`src/common/pmd_pkg.sv`:
```
// Package for the peripheral-processor microword field decoder: fields, codes, registers, types
package pmd_pkg;
    // Microword geometry
    localparam int WORD_W = 88;
    localparam int BR_ADDR_W = 10;
    // Field positions, word bit 0 is the first bit of the word
    localparam int A_ADD_LO = 8;
    localparam int A_ADD_HI = 12;
    localparam int Q_ADD_LO = 13;
    localparam int Q_ADD_HI = 14;
    localparam int P_DEC_BIT = 17;
    localparam int A_SEL_LO = 24;
    localparam int A_SEL_HI = 26;
    localparam int Q_SEL_LO = 27;
    localparam int Q_SEL_HI = 29;
    localparam int P_SEL_LO = 30;
    localparam int P_SEL_HI = 33;
    localparam int G_SEL_LO = 34;
    localparam int G_SEL_HI = 37;
    localparam int EXIT_LO = 38;
    localparam int EXIT_HI = 40;
    localparam int WR_LO = 41;
    localparam int WR_HI = 43;
    localparam int BR_LO = 44;
    localparam int BR_HI = 48;
    localparam int BR1_LO = 49;
    localparam int BR1_HI = 58;
    localparam int Y_LO = 59;
    localparam int Y_HI = 60;
    localparam int BR2_LO = 61;
    localparam int BR2_HI = 70;
    localparam int SUB_LO = 73;
    localparam int SUB_HI = 75;
    localparam int RD_EN_BIT = 76;
    localparam int WR_EN_BIT = 77;
    localparam int FF_EN_BIT = 78;
    localparam int PAR_BIT = 86;
    // APB register map
    localparam int APB_ADDR_W = 12;
    localparam logic [APB_ADDR_W-1:0] CTRL_OFF = 12'h000;
    localparam logic [APB_ADDR_W-1:0] STAT_OFF = 12'h004;
    localparam int CTRL_PCHK_BIT = 0;
    localparam logic CTRL_PCHK_RST = 1'b1;
    localparam int STAT_PERR_BIT = 0;
    localparam int STAT_SEL_LO = 4;
    localparam int STAT_ADDR_LO = 16;

    typedef enum logic [3:0] {
        A_OP_PASS_A = 4'b0000,
        A_OP_AND = 4'b0001,
        A_OP_PASS_B = 4'b0010,
        A_OP_ANDN = 4'b0011,
        A_OP_XOR = 4'b0100,
        A_OP_INV_B = 4'b0101,
        A_OP_SUB = 4'b0110,
        A_OP_ADD = 4'b0111,
        A_OP_NONE = 4'b1000
    } pmd_a_op_t;

    typedef enum logic [1:0] {
        Q_OP_ADD = 2'b00,
        Q_OP_LOAD = 2'b01,
        Q_OP_SUB = 2'b10,
        Q_OP_KEY = 2'b11
    } pmd_q_op_t;

    typedef enum logic [1:0] {
        NXT_FALL = 2'b00,
        NXT_BR1 = 2'b01,
        NXT_BR2 = 2'b10
    } pmd_next_t;

    typedef enum logic [1:0] {
        SUB_NONE = 2'b00,
        SUB_READ = 2'b01,
        SUB_WRITE = 2'b10,
        SUB_FUNC = 2'b11
    } pmd_sub_mode_t;

    // Status gathered from the channel, memory and access-unit logic
    typedef struct packed {
        logic data_store_full;
        logic chan_full;
        logic data_store_seq_active;
        logic chan_active;
        logic access_unit_busy;
        logic central_memory_busy;
        logic outstanding_req;
        logic data_ready;
        logic pp_error;
        logic exch_resp;
        logic exch_busy;
        logic chan_error;
        logic chan_flag;
        logic long_deadstart;
        logic exit_present;
        logic qreg_bit_fiftyeight_sel;
    } pmd_status_t;

    // Decoded control word handed to the datapath
    typedef struct packed {
        pmd_a_op_t a_op;
        pmd_q_op_t q_op;
        logic p_decrement;
        logic a_select_cond;
        logic q_select_cond;
        logic p_select_cond;
        logic g_select_cond;
        logic exit_cond;
        logic pp_write_cond;
        logic no_branch;
        logic branch_two;
        pmd_next_t next_sel;
        logic [1:0] y_mux_select;
        logic [2:0] unit_channel_subcode;
        pmd_sub_mode_t subcode_mode;
    } pmd_dec_t;
endpackage : pmd_pkg

```
`src/design/pmd_microword_field_decoder.sv`:
```
// Microword field decoder with condition logic, sequencer select and APB control
//
// Operation
// - A adder field selects eight adder operations
// - Q adder field selects four Q operations
// - Bit 17 makes P adder decrement
// - Bit 86 parity excludes both branch addresses
// - A select codes 0-3,5-7 decoded
// - A select 4: memory busy, request outstanding
// - Q select condition codes decoded
// - P select codes 0-11,16,17 decoded
// - P select codes 12-14 decoded
// - G select codes 0-6,16,17 decoded
// - G select 11 empty/error; 10 complement
// - G select 12-15 inactive and flag tests
// - Exit condition codes 0-3 decoded
// - Exit codes 4-7 decoded
// - PP write codes 0,4-7 decoded
// - PP write codes 1-3 idle tests
// - Branch code gives no-branch and branch-two
// - Branch codes 0-2 busy tests
// - Branch codes 20-22 tests
// - Sub-code meaning follows read/write/function enables
// - Full is either full; empty neither
// - Active is either active; inactive complement
// - Y mux select routes four sources
//
// Implementation choices: the APB slave port and the register offsets.
`timescale 1ns/10ps
`default_nettype none
module pmd_microword_field_decoder #(
    parameter int DATA_W = 16,
    parameter bit PARITY_ODD = 1'b1
) (
    input wire logic pclk,
    input wire logic presetn,
    input wire logic psel,
    input wire logic penable,
    input wire logic pwrite,
    input wire logic [pmd_pkg::APB_ADDR_W-1:0] paddr,
    input wire logic [31:0] pwdata,
    output logic [31:0] prdata,
    output logic pready,
    output logic pslverr,
    input wire logic [pmd_pkg::WORD_W-1:0] micro_word,
    input wire logic [pmd_pkg::BR_ADDR_W-1:0] cur_addr,
    input wire pmd_pkg::pmd_status_t status,
    input wire logic [DATA_W-1:0] a_val,
    input wire logic [DATA_W-1:0] q_val,
    input wire logic [DATA_W-1:0] d_val,
    input wire logic [DATA_W-1:0] a_bypass_data,
    input wire logic [DATA_W-1:0] mac_data,
    input wire logic [DATA_W-1:0] chan_data,
    input wire logic [DATA_W-1:0] p_rank_data,
    output var pmd_pkg::pmd_dec_t dec,
    output logic [pmd_pkg::BR_ADDR_W-1:0] next_addr,
    output logic [DATA_W-1:0] y_data,
    output logic parity_err
);
    import pmd_pkg::*;

    // Derived status terms
    logic full, empty, active, inactive, q58;
    logic a_zero, a_one, a_neg, q_zero, q_lt3, d_zero;
    logic access_unit, cm;
    logic par_fault;
    pmd_dec_t dec_r, dec_nxt;
    logic [BR_ADDR_W-1:0] next_addr_r, next_addr_nxt;
    logic [DATA_W-1:0] y_data_r, y_data_nxt;
    logic parity_err_r, parity_err_nxt;
    logic ctrl_pchk_r, ctrl_pchk_nxt;
    logic perr_sticky_r, perr_sticky_nxt;
    logic [31:0] prdata_r, prdata_nxt, rd_word;
    logic pready_r, pready_nxt, pslverr_r, pslverr_nxt;
    logic apb_done, addr_ok, stat_clr;
    logic [4:0] a_code, br_code;
    logic [3:0] p_code, g_code;
    logic [2:0] as_code, qs_code, ex_code, wr_code;

    // Parity over the word with both branch address fields masked out
    function automatic logic par_calc(input logic [WORD_W-1:0] w);
        logic p;
        p = 1'b0;
        for (int i = 0; i < WORD_W; i++) begin
            if (!((i >= BR1_LO && i <= BR1_HI) || (i >= BR2_LO && i <= BR2_HI))) begin
                p = p ^ w[i];
            end
        end
        return p;
    endfunction : par_calc

    // Channel status combinations shared by many conditions
    assign full = status.data_store_full | status.chan_full;
    assign empty = ~status.data_store_full & ~status.chan_full;
    assign active = status.data_store_seq_active | status.chan_active;
    assign inactive = ~active;
    assign q58 = status.qreg_bit_fiftyeight_sel;
    assign access_unit = status.access_unit_busy;
    assign cm = status.central_memory_busy;
    assign a_zero = (a_val == '0);
    assign a_one = (a_val == DATA_W'(1));
    assign a_neg = a_val[DATA_W-1];
    assign q_zero = (q_val == '0);
    assign q_lt3 = (q_val < DATA_W'(3));
    assign d_zero = (d_val == '0);
    assign par_fault = (par_calc(micro_word) != PARITY_ODD);

    // Field extraction, the store is trusted to hold the word steady
    assign a_code = micro_word[A_ADD_HI:A_ADD_LO];
    assign as_code = micro_word[A_SEL_HI:A_SEL_LO];
    assign qs_code = micro_word[Q_SEL_HI:Q_SEL_LO];
    assign p_code = micro_word[P_SEL_HI:P_SEL_LO];
    assign g_code = micro_word[G_SEL_HI:G_SEL_LO];
    assign ex_code = micro_word[EXIT_HI:EXIT_LO];
    assign wr_code = micro_word[WR_HI:WR_LO];
    assign br_code = micro_word[BR_HI:BR_LO];

    // Field decode; case labels are hex forms of the octal codes
    always_comb begin
        dec_nxt = '0;
        case (a_code)
            5'h00: dec_nxt.a_op = A_OP_PASS_A;
            5'h04: dec_nxt.a_op = A_OP_AND;
            5'h05: dec_nxt.a_op = A_OP_PASS_B;
            5'h08: dec_nxt.a_op = A_OP_ANDN;
            5'h09: dec_nxt.a_op = A_OP_XOR;
            5'h0A: dec_nxt.a_op = A_OP_INV_B;
            5'h16: dec_nxt.a_op = A_OP_SUB;
            5'h19: dec_nxt.a_op = A_OP_ADD;
            default: dec_nxt.a_op = A_OP_NONE;
        endcase
        dec_nxt.q_op = pmd_q_op_t'(micro_word[Q_ADD_HI:Q_ADD_LO]);
        dec_nxt.p_decrement = micro_word[P_DEC_BIT];
        case (as_code)
            3'h0: dec_nxt.a_select_cond = full | inactive;
            3'h1: dec_nxt.a_select_cond = empty;
            3'h2: dec_nxt.a_select_cond = access_unit;
            3'h3: dec_nxt.a_select_cond = cm;
            3'h4: dec_nxt.a_select_cond = cm & status.outstanding_req;
            3'h5: dec_nxt.a_select_cond = access_unit | cm;
            3'h6: dec_nxt.a_select_cond = 1'b0;
            default: dec_nxt.a_select_cond = 1'b1;
        endcase
        case (qs_code)
            3'h0: dec_nxt.q_select_cond = access_unit | ~status.data_ready;
            3'h1: dec_nxt.q_select_cond = access_unit;
            3'h2: dec_nxt.q_select_cond = q_zero | status.pp_error;
            3'h4: dec_nxt.q_select_cond = 1'b1;
            3'h6: dec_nxt.q_select_cond = 1'b1;
            default: dec_nxt.q_select_cond = 1'b0;
        endcase
        case (p_code)
            4'h4: dec_nxt.p_select_cond = access_unit | ~status.data_ready;
            4'h5: dec_nxt.p_select_cond = access_unit;
            4'h6: dec_nxt.p_select_cond = access_unit | cm;
            4'h8: dec_nxt.p_select_cond = full | inactive;
            4'h9: dec_nxt.p_select_cond = active & empty;
            4'hA: dec_nxt.p_select_cond = active & empty & ~a_zero;
            4'hB: dec_nxt.p_select_cond = ~status.exch_resp;
            4'hC: dec_nxt.p_select_cond = active & ~q58;
            4'hD: dec_nxt.p_select_cond = 1'b0;
            4'hE: dec_nxt.p_select_cond = 1'b0;
            default: dec_nxt.p_select_cond = 1'b1;
        endcase
        case (g_code)
            4'h0: dec_nxt.g_select_cond = ~a_neg;
            4'h1: dec_nxt.g_select_cond = a_neg;
            4'h2: dec_nxt.g_select_cond = a_zero;
            4'h3: dec_nxt.g_select_cond = ~a_zero;
            4'h4: dec_nxt.g_select_cond = ~d_zero;
            4'h5: dec_nxt.g_select_cond = 1'b1;
            4'h6: dec_nxt.g_select_cond = access_unit | cm;
            4'h8: dec_nxt.g_select_cond = ~(empty & ~q58 | ~status.chan_error & q58);
            4'h9: dec_nxt.g_select_cond = empty & ~q58 | ~status.chan_error & q58;
            4'hA: dec_nxt.g_select_cond = ~(inactive & ~q58 | ~status.chan_flag & q58);
            4'hB: dec_nxt.g_select_cond = inactive & ~q58;
            4'hC: dec_nxt.g_select_cond = status.chan_flag;
            4'hD: dec_nxt.g_select_cond = ~status.chan_flag;
            4'hE: dec_nxt.g_select_cond = 1'b1;
            default: dec_nxt.g_select_cond = 1'b0;
        endcase
        case (ex_code)
            3'h0: dec_nxt.exit_cond = full | inactive & q58;
            3'h1: dec_nxt.exit_cond = active & empty | inactive & q58;
            3'h2: dec_nxt.exit_cond = active | q58;
            3'h3: dec_nxt.exit_cond = inactive | q58;
            3'h4: dec_nxt.exit_cond = status.exch_resp;
            3'h5: dec_nxt.exit_cond = ~(cm | access_unit);
            3'h6: dec_nxt.exit_cond = d_zero | status.exit_present;
            default: dec_nxt.exit_cond = 1'b0;
        endcase
        case (wr_code)
            3'h0: dec_nxt.pp_write_cond = full | inactive;
            3'h1: dec_nxt.pp_write_cond = ~access_unit;
            3'h2: dec_nxt.pp_write_cond = ~access_unit | ~cm;
            3'h3: dec_nxt.pp_write_cond = ~access_unit & status.data_ready;
            3'h4: dec_nxt.pp_write_cond = full | inactive | a_zero;
            3'h5: dec_nxt.pp_write_cond = status.long_deadstart;
            3'h6: dec_nxt.pp_write_cond = 1'b1;
            default: dec_nxt.pp_write_cond = 1'b0;
        endcase
        // A word with bad parity must not write PP memory when checking is on
        if (par_fault && ctrl_pchk_r) begin
            dec_nxt.pp_write_cond = 1'b0;
        end
        // Pair of branch tests per code: no-branch and branch-two
        case (br_code)
            5'h00: dec_nxt.branch_two = cm;
            5'h01: dec_nxt.branch_two = access_unit | ~status.data_ready;
            5'h02: dec_nxt.branch_two = access_unit | cm;
            5'h03: dec_nxt.branch_two = full & ~a_one | active & empty;
            5'h05: dec_nxt.branch_two = full | active & empty & ~a_one;
            5'h06: begin
                dec_nxt.no_branch = a_zero;
                dec_nxt.branch_two = active & empty & ~a_zero;
            end
            5'h07: begin
                dec_nxt.no_branch = full & ~a_zero & ~a_one;
                dec_nxt.branch_two = active & empty & ~a_zero;
            end
            5'h08: dec_nxt.no_branch = ~q_zero & ~status.pp_error;
            5'h09: begin
                dec_nxt.no_branch = inactive | a_one & active & empty;
                dec_nxt.branch_two = full;
            end
            5'h0A: begin
                dec_nxt.no_branch = active & empty & ~a_one;
                dec_nxt.branch_two = full;
            end
            5'h0B: dec_nxt.no_branch = a_zero;
            5'h0C: dec_nxt.no_branch = q_lt3;
            5'h0D: begin
                dec_nxt.no_branch = ~(q_zero | status.pp_error | cm | access_unit);
                dec_nxt.branch_two = cm | access_unit;
            end
            5'h0E, 5'h0F: begin
                dec_nxt.no_branch = 1'b1;
                dec_nxt.branch_two = 1'b1;
            end
            5'h10: dec_nxt.branch_two = access_unit;
            5'h11: dec_nxt.branch_two = 1'b1;
            5'h12: dec_nxt.branch_two = status.exch_busy | cm;
            default: dec_nxt.branch_two = 1'b0;
        endcase
        // No-branch wins so codes with both tests true fall through
        if (dec_nxt.no_branch) begin
            dec_nxt.next_sel = NXT_FALL;
        end else if (dec_nxt.branch_two) begin
            dec_nxt.next_sel = NXT_BR2;
        end else begin
            dec_nxt.next_sel = NXT_BR1;
        end
        dec_nxt.y_mux_select = micro_word[Y_HI:Y_LO];
        dec_nxt.unit_channel_subcode = micro_word[SUB_HI:SUB_LO];
        // Read enable outranks write, write outranks function-or-full
        if (micro_word[RD_EN_BIT]) begin
            dec_nxt.subcode_mode = SUB_READ;
        end else if (micro_word[WR_EN_BIT]) begin
            dec_nxt.subcode_mode = SUB_WRITE;
        end else if (micro_word[FF_EN_BIT]) begin
            dec_nxt.subcode_mode = SUB_FUNC;
        end else begin
            dec_nxt.subcode_mode = SUB_NONE;
        end
    end

    // Sequencer target and Y mux data
    always_comb begin
        case (dec_nxt.next_sel)
            NXT_FALL: next_addr_nxt = cur_addr + BR_ADDR_W'(1);
            NXT_BR2: next_addr_nxt = micro_word[BR2_HI:BR2_LO];
            default: next_addr_nxt = micro_word[BR1_HI:BR1_LO];
        endcase
        case (micro_word[Y_HI:Y_LO])
            2'h0: y_data_nxt = a_bypass_data;
            2'h1: y_data_nxt = mac_data;
            2'h2: y_data_nxt = chan_data;
            default: y_data_nxt = p_rank_data;
        endcase
        parity_err_nxt = par_fault;
    end

    // APB slave: one wait state, so pready and prdata both come from flops
    assign apb_done = psel & penable & pready_r;
    assign addr_ok = (paddr == CTRL_OFF) || (paddr == STAT_OFF);
    assign stat_clr = apb_done & pwrite & (paddr == STAT_OFF) & pwdata[STAT_PERR_BIT];

    always_comb begin
        rd_word = '0;
        if (paddr == CTRL_OFF) begin
            rd_word[CTRL_PCHK_BIT] = ctrl_pchk_r;
        end else if (paddr == STAT_OFF) begin
            rd_word[STAT_PERR_BIT] = perr_sticky_r;
            rd_word[STAT_SEL_LO +: 2] = dec_r.next_sel;
            rd_word[STAT_ADDR_LO +: BR_ADDR_W] = next_addr_r;
        end
        pready_nxt = psel & penable & ~pready_r;
        pslverr_nxt = pready_nxt & ~addr_ok;
        prdata_nxt = (pready_nxt & ~pwrite) ? rd_word : '0;
        ctrl_pchk_nxt = ctrl_pchk_r;
        if (apb_done && pwrite && paddr == CTRL_OFF) begin
            ctrl_pchk_nxt = pwdata[CTRL_PCHK_BIT];
        end
        // A new parity fault in the clearing cycle keeps the flag set
        perr_sticky_nxt = par_fault | (perr_sticky_r & ~stat_clr);
    end

    // All state registered here; asynchronous reset loads constants only
    always_ff @(posedge pclk or negedge presetn) begin
        if (!presetn) begin
            dec_r <= '0;
            next_addr_r <= '0;
            y_data_r <= '0;
            parity_err_r <= 1'b0;
            ctrl_pchk_r <= CTRL_PCHK_RST;
            perr_sticky_r <= 1'b0;
            prdata_r <= '0;
            pready_r <= 1'b0;
            pslverr_r <= 1'b0;
        end else begin
            dec_r <= dec_nxt;
            next_addr_r <= next_addr_nxt;
            y_data_r <= y_data_nxt;
            parity_err_r <= parity_err_nxt;
            ctrl_pchk_r <= ctrl_pchk_nxt;
            perr_sticky_r <= perr_sticky_nxt;
            prdata_r <= prdata_nxt;
            pready_r <= pready_nxt;
            pslverr_r <= pslverr_nxt;
        end
    end

    assign dec = dec_r;
    assign next_addr = next_addr_r;
    assign y_data = y_data_r;
    assign parity_err = parity_err_r;
    assign prdata = prdata_r;
    assign pready = pready_r;
    assign pslverr = pslverr_r;
endmodule : pmd_microword_field_decoder
`default_nettype wire

```
`config.mk`:
```
export PLATFORM = sky130hd
export DESIGN_NAME = pmd_microword_field_decoder
export DESIGN_NICKNAME = d
export VERILOG_FILES = /design/src/common/pmd_pkg.sv /design/src/design/pmd_microword_field_decoder.sv
export SDC_FILE = /design/constraint.sdc
export NUM_CORES = 1
export LEC_CHECK = 0
export BUFFER_PORTS_ARGS = -buffer_cell sky130_fd_sc_hd__buf_4
export CORE_AREA = 2 2 141 143
export DETAILED_ROUTE_END_ITERATION = 6
export DIE_AREA = 0 0 143 145
export HOLD_SLACK_MARGIN = 0.1
export PLACE_DENSITY_LB_ADDON = 0.25
export SYNTH_ARGS = -nofsm -noshare
export SYNTH_HDL_FRONTEND = slang
export SYNTH_SLANG_ARGS = --single-unit
```
`constraint.sdc`:
```
create_clock -name pclk -period 2 [get_ports pclk]
set_input_delay 0.3 -clock pclk [delete_from_list [all_inputs] [get_ports pclk]]
set_output_delay 0.3 -clock pclk [all_outputs]
set_load 0.01 [all_outputs]
```
==> results.yml, run 1 <==
power:
  power.density_nw_per_um2: 624
  p_leak_nw: 3.77
  peakVddDrop_uv: 342
timing:
  tightest_slew_ps: 781
  max_slew_margin_pct: 47.6
  hold_viol_final: 0
  fin_crit_ps: 1890
  slew_violations: 0
  fin_tns_setup_ps: 0
  setup_ws_ps: 108
  fin_crit_sh_pct: 94.6
  finClkSkew_ps: 2.91
  rsz0062_at_grt: "false"
  finalSetupViolations: 0
  max_freq_mhz: 528
critical_path:
  worst_setup_path_start_kind: "primary input"
  slowest_stage: "xnor3_1"
  cp_cell_sequence: "buf_4 -> xor2_1 -> xnor2_1 -> buf_4 -> xnor2_2 -> xnor3_1 -> xnor3_2 -> a21o_1"
  arrival_ps: 2110
  critPathMaxFanout: 3
  critical_path.max_stage_delay_ps: 430
  required_ps: 2210
  critical_path.top_delay_family: "XOR/XNOR gates"
  cp_num_buf_inv: 2
  crit_type: "primary input to flop"
  endpoint_kind: "flop"
  cpMostUsedCell: "buf_4"
  r2r_slack_ps: 620
global_route:
  antenna_found_initial: 0
  grt_pass1_vias: 4889
  grt_pass1_wl_um: 26700
  grt-ovfl-total: 0
  grtUsageTotal_pct: 16.8
  grt_max_degree: 38
placed_design:
  pre_cts_slack_ps: -494
  port_buffers: 309
  place_hpwl_um: 15100
  place.gp.congestion: 0.859
clocking:
  clk_pin_slew_ps: 60
  post-cts-setup-buffer-count: 0
  cts_root_buf: "clkbuf_16"
  cts_num_sinks: 68
  numCtsBuffers: 9
  cts_buffer_depth: 2
  clock_latency_ps: 320
  tritoncts: "built"
  cts_htree_levels: 3
synthesis:
  yosysTopAreaCellShare_pct: 36.5
  synth_edf_count: 0
  synth_flop_cell: "dfrtp_1"
  ys_warn_count: 0
  synthTopCellsByCount: "dfrtp_1, xnor2_1, a31oi_1"
  synth_seq_cells: 68
  postSynthCellCount: 456
  synth_area_leader_cell: "dfrtp_1"
  synth_cell_types: 58
  syn-cell-area_um2: 4590
  yosysMostFrequentCell: "dfrtp_1"
  yosys-top-cells-area: "dfrtp_1, xnor2_1, mux4_2, a31oi_1, buf_4"
  yosysSeqAreaShare_pct: 37.1
  syn_avg_cell_area_um2: 10.1
  ys_async_sr_fraction_pct: 100
floorplan:
  die_height_um: 145
  die_w_um: 143
  rows: 51
  io_pins: 360
  core_area_um2: 19200
  dieArea_um2: 20700
  initial_core_util_pct: 23.9
drt:
  wl_um: 18200
  met3WireLength_um: 1480
  firstDrtPassIters: 6
  num_vias: 4881
  dr.first_iter.drc_count: 251
  drt-met1-wl_um: 6880
  top_layer_used: "met4"
  viasPerCell: 4.49
  route.detailed.drc: 0
  ant_nets: 0
  dr_wl_met2_um: 9510
  wl_per_cell_um: 16.7
min_path:
  hp-class: "primary input to flop"
layout:
  filler_cell_count: 1970
  multi_input_area_um2: 2670
  ff_latch_area_um2: 1700
  num-nets-final: 1098
  synthToLayoutAreaGrowth_pct: 72.7
  antenna_cells: 0
  final_layout_size_suffix_gt1_share_pct: 50.0
run:
  drv_cap: 0
status:
  status: "finished clean"
-- power breakdown --
part / internal, mW / total (mW) / switching (mW)
Combinational: 1.08 / 1.85 / 0.771
Sequential: 1.50 / 1.55 / 0.0486
Clock: 0.954 / 1.55 / 0.594
-- cell families after synthesis --
kind of cell / Yosys count / synth area share, %
and+or+nand+nor: 121 / 14.3
xor gates and xnor gates: 73 / 15.1
adders and majority gates: 5 / 1.36
AOI/OAI and AO/OA: 108 / 15.9
muxes: 21 / 9.24
other: 1 / 0.0817
buffers and inverters: 59 / 6.79
DFF: 68 / 37.1
-- sequential cells by signal, indices dropped and copies added, names as in the netlist --
signal         flops
ctrl_pchk_r        1
dec               24
next_addr         10
parity_err         1
perr_sticky_r      1
prdata            13
pready             1
pslverr            1
y_data            16
-- worst register-to-register path, delay by kind of cell (launching register included) --
family / cells / cell delay [ps]
buffers and inverters: 1 / 220
DFF: 1 / 380
and+or+nand+nor: 3 / 710
-- path summary, 6_finish.rpt --
check                               startpoint             to  cells past startpoint
worst max-delay path            micro_word[47]  perr_sticky_r                      8
worst min-delay path                    pwrite      prdata[0]                      2
worst max register to register          pready     prdata[20]                      4
worst min register to register   perr_sticky_r  perr_sticky_r                      1
max in group asynchronous              presetn    ctrl_pchk_r                      3
min in group asynchronous              presetn      y_data[5]                      2
-- what timing repair did --
action | CTS | global route
hold endpoints to repair | 37 | 0
endpoints found under the setup margin | 14 | 13
gates resized for setup | 1 | 6
hold buffers | 7 | 0
-- metrics by stage --
| stage | util, % | power (mW) | cell area, µm² | cells | hold WS [ps] |
|---|---|---|---|---|---|
| floorplan | - | 2.43 | 4660 | 474 | 4.41 |
| global placement | 39.3 | 3.41 | 7540 | 1065 | 268 |
| detailed placement | 39.3 | 3.41 | 7540 | 1065 | 272 |
| CTS | 41.1 | 5.00 | 7900 | 1087 | 140 |
| global route | 41.3 | 5.18 | 7930 | 1087 | 159 |
| finish | 41.3 | 4.94 | 7930 | 1087 | 155 |
-- placed cells by master, fill, tap and decap left out, types with 10 or more instances in the layout --
cell type / instances
a31oi_1: 27
and2_1: 13
buf_4: 365
conb_1: 19
dfrtp_1: 67
inv_1: 17
mux4_2: 17
nand2_1: 14
nand3_1: 15
nand4_1: 14
nor2_1: 22
nor4_1: 12
o21ai_0: 22
o31ai_1: 10
xnor2_1: 57
xor2_1: 11
-- metal layers --
layer  vias up  global-route usage (%)
met2       238                    31.2
met4         0                    4.90
li1       2380                       -
met5         -                       0
met3        21                    3.73
met1      2242                    18.9
-- area by class of cell --
| type | instances | share of cell area, % |
|---|---|---|
| repair buffers | 375 | 36.2 |
| multi-input cells | 347 | 33.7 |
| flip-flops and latches | 68 | 21.5 |
| well taps | 265 | 4.18 |
| clock buffers | 10 | 2.89 |
| inverters | 17 | 0.805 |
| clock inverters | 5 | 0.679 |
(Power assumes the default switching activity.)
==> run 2: changes to the inputs <==
--- a/config.mk
+++ b/config.mk
@@ -6,11 +6,11 @@
 export NUM_CORES = 1
 export LEC_CHECK = 0
 export BUFFER_PORTS_ARGS = -buffer_cell sky130_fd_sc_hd__buf_4
-export CORE_AREA = 2 2 141 143
+export CORE_AREA = 8 8 135 137
 export DETAILED_ROUTE_END_ITERATION = 6
 export DIE_AREA = 0 0 143 145
 export HOLD_SLACK_MARGIN = 0.1
-export PLACE_DENSITY_LB_ADDON = 0.25
+export PLACE_DENSITY_LB_ADDON = 0.12
 export SYNTH_ARGS = -nofsm -noshare
 export SYNTH_HDL_FRONTEND = slang
 export SYNTH_SLANG_ARGS = --single-unit
==> run 2 against run 1 <==
  * Fmax down 0.84%
  * Sequential share of layout area up 0.30 points
  * Core utilization increased by 7.1 points
  * Final cell count fell by 4.4%
  * Non-clock buffer count shrank 4
  * Die area is the same
  * Cell area fell by 1.4%
  * Critical path depth stayed put
  * Sequential cell count unchanged
==> results.yml, run 2 (synthesis gave the netlist of run 1 again) <==
drt:
  viasPerCell: 4.83
  num_vias: 5016
  ant_nets: 0
  wl_um: 20100
  dr.first_iter.drc_count: 164
  route.detailed.drc: 0
  firstDrtPassIters: 4
  wl_per_cell_um: 19.3
placed_design:
  place.gp.congestion: 0.942
  placed_cells: 1018
  port_buffers: 309
  pre_cts_slack_ps: -326
  placed_area_um2: 7460
  place_hpwl_um: 17300
floorplan:
  io_pins: 360
  core_area_um2: 16200
  die_height_um: 145
  rows: 47
  dieArea_um2: 20700
  initial_core_util_pct: 28.4
  die_w_um: 143
critical_path:
  critPathMaxFanout: 10
  cpMostUsedCell: "a31oi_1"
  cp_cell_sequence: "buf_4 -> nor4_1 -> and4_1 -> a31oi_1 -> or4_1 -> buf_4 -> a31oi_1 -> a31oi_1"
  slowest_stage: "or4_1"
  required_ps: 2190
  r2r_slack_ps: 660
  endpoint_kind: "flop"
  arrival_ps: 2100
  critical_path.max_stage_delay_ps: 420
  crit_type: "primary input to flop"
  worst_setup_path_start_kind: "primary input"
timing:
  finalSetupViolations: 0
  finClkSkew_ps: 4.12
  max_freq_mhz: 524
  fin_crit_sh_pct: 95.4
  rsz0062_at_grt: "false"
  hold_viol_final: 0
  fin_crit_ps: 1910
  setup_ws_ps: 91.8
  slew_violations: 0
  fin_tns_setup_ps: 0
layout:
  fin_area_um2: 7820
  final_common_cell: "buf_4"
  antenna_cells: 0
  final_cell_mix: "buf_4, dfrtp_1, xnor2_1"
  largest_reg_flops: 24
  multi_input_area_um2: 2670
  filler_cell_count: 1575
  num-nets-final: 1094
  ff_latch_area_um2: 1700
  synthToLayoutAreaGrowth_pct: 70.3
  fin_cells: 1039
  final_layout_size_suffix_gt1_share_pct: 50.1
clocking:
  cts_root_buf: "clkbuf_16"
  post-cts-setup-buffer-count: 0
  clock_latency_ps: 320
  numCtsBuffers: 9
  cts_num_sinks: 68
  clk_pin_slew_ps: 60
  tritoncts: "built"
  cts_htree_levels: 3
  cts_buffer_depth: 2
global_route:
  grt-ovfl-total: 0
  grtUsageTotal_pct: 18.7
  antenna_found_initial: 0
  grt_max_degree: 38
  grt_pass1_wl_um: 30400
  grt_pass1_vias: 5525
power:
  peakVddDrop_uv: 391
  p_total_mw: 4.82
  p_leak_nw: 3.75
  power.density_nw_per_um2: 617
min_path:
  hp-class: "primary input to flop"
run:
  drv_cap: 0
status:
  status: "finished clean"
-- run 2: final timing paths --
| path | cells past startpoint | end | from |
|---|---|---|---|
| worst min-delay path | 2 | prdata[0] | pwrite |
| max in group asynchronous | 3 | ctrl_pchk_r | presetn |
| worst max-delay path | 8 | next_addr[7] | a_val[1] |
| worst max register to register | 4 | prdata[19] | pready |
| worst min register to register | 1 | prdata[20] | next_addr[4] |
| min in group asynchronous | 2 | y_data[12] | presetn |
-- run 2: report_power, final --
group / leakage [nW] / internal (mW) / switching [mW] / total (mW)
clock: 0.135 / 0.870 / 0.596 / 1.47
sequential: 0.829 / 1.50 / 0.0554 / 1.55
combinational: 2.78 / 1.05 / 0.751 / 1.80
total: 3.75 / 3.42 / 1.40 / 4.82
-- run 2: critical path, delay by kind of cell --
kind	cells	cell delay (ps)
buffers and inverters	2	300
AOI/OAI and AO/OA	3	440
and+or+nand+nor	3	1060
-- run 2: area by class of cell --
cell class,count,share of cell area [%]
timing repair buffer,371,36.1
multi-input combinational,347,34.2
sequential,68,21.8
tap,220,3.52
clock buffer,10,3.06
inverter,17,0.817
clock inverter,6,0.496
-- run 2: repair_timing --
action	4_1_cts	5_1_grt
hold endpoints to repair	35	0
endpoints found under the setup margin	0	14
gates resized for setup	0	6
hold buffers	5	0
-- run 2: routing by layer --
layer	track usage [%]	wire length, µm	vias to the layer above	part of all wire (%)
met4	4.73	254	0	1.3
li1	-	-	2361	-
met1	20.5	7510	2398	37
met2	34.0	10400	243	52
met5	0	0	-	0
met3	5.71	1940	14	9.7
-- run 2: through the flow --
step | utilization [%] | hold slack, ps
final | 48.3 | 151
after global routing | 48.3 | 137
after CTS | 48.1 | 132
after detailed placement | 46.1 | 269
after global placement | 46.1 | 272
after floorplan | - | 4.41
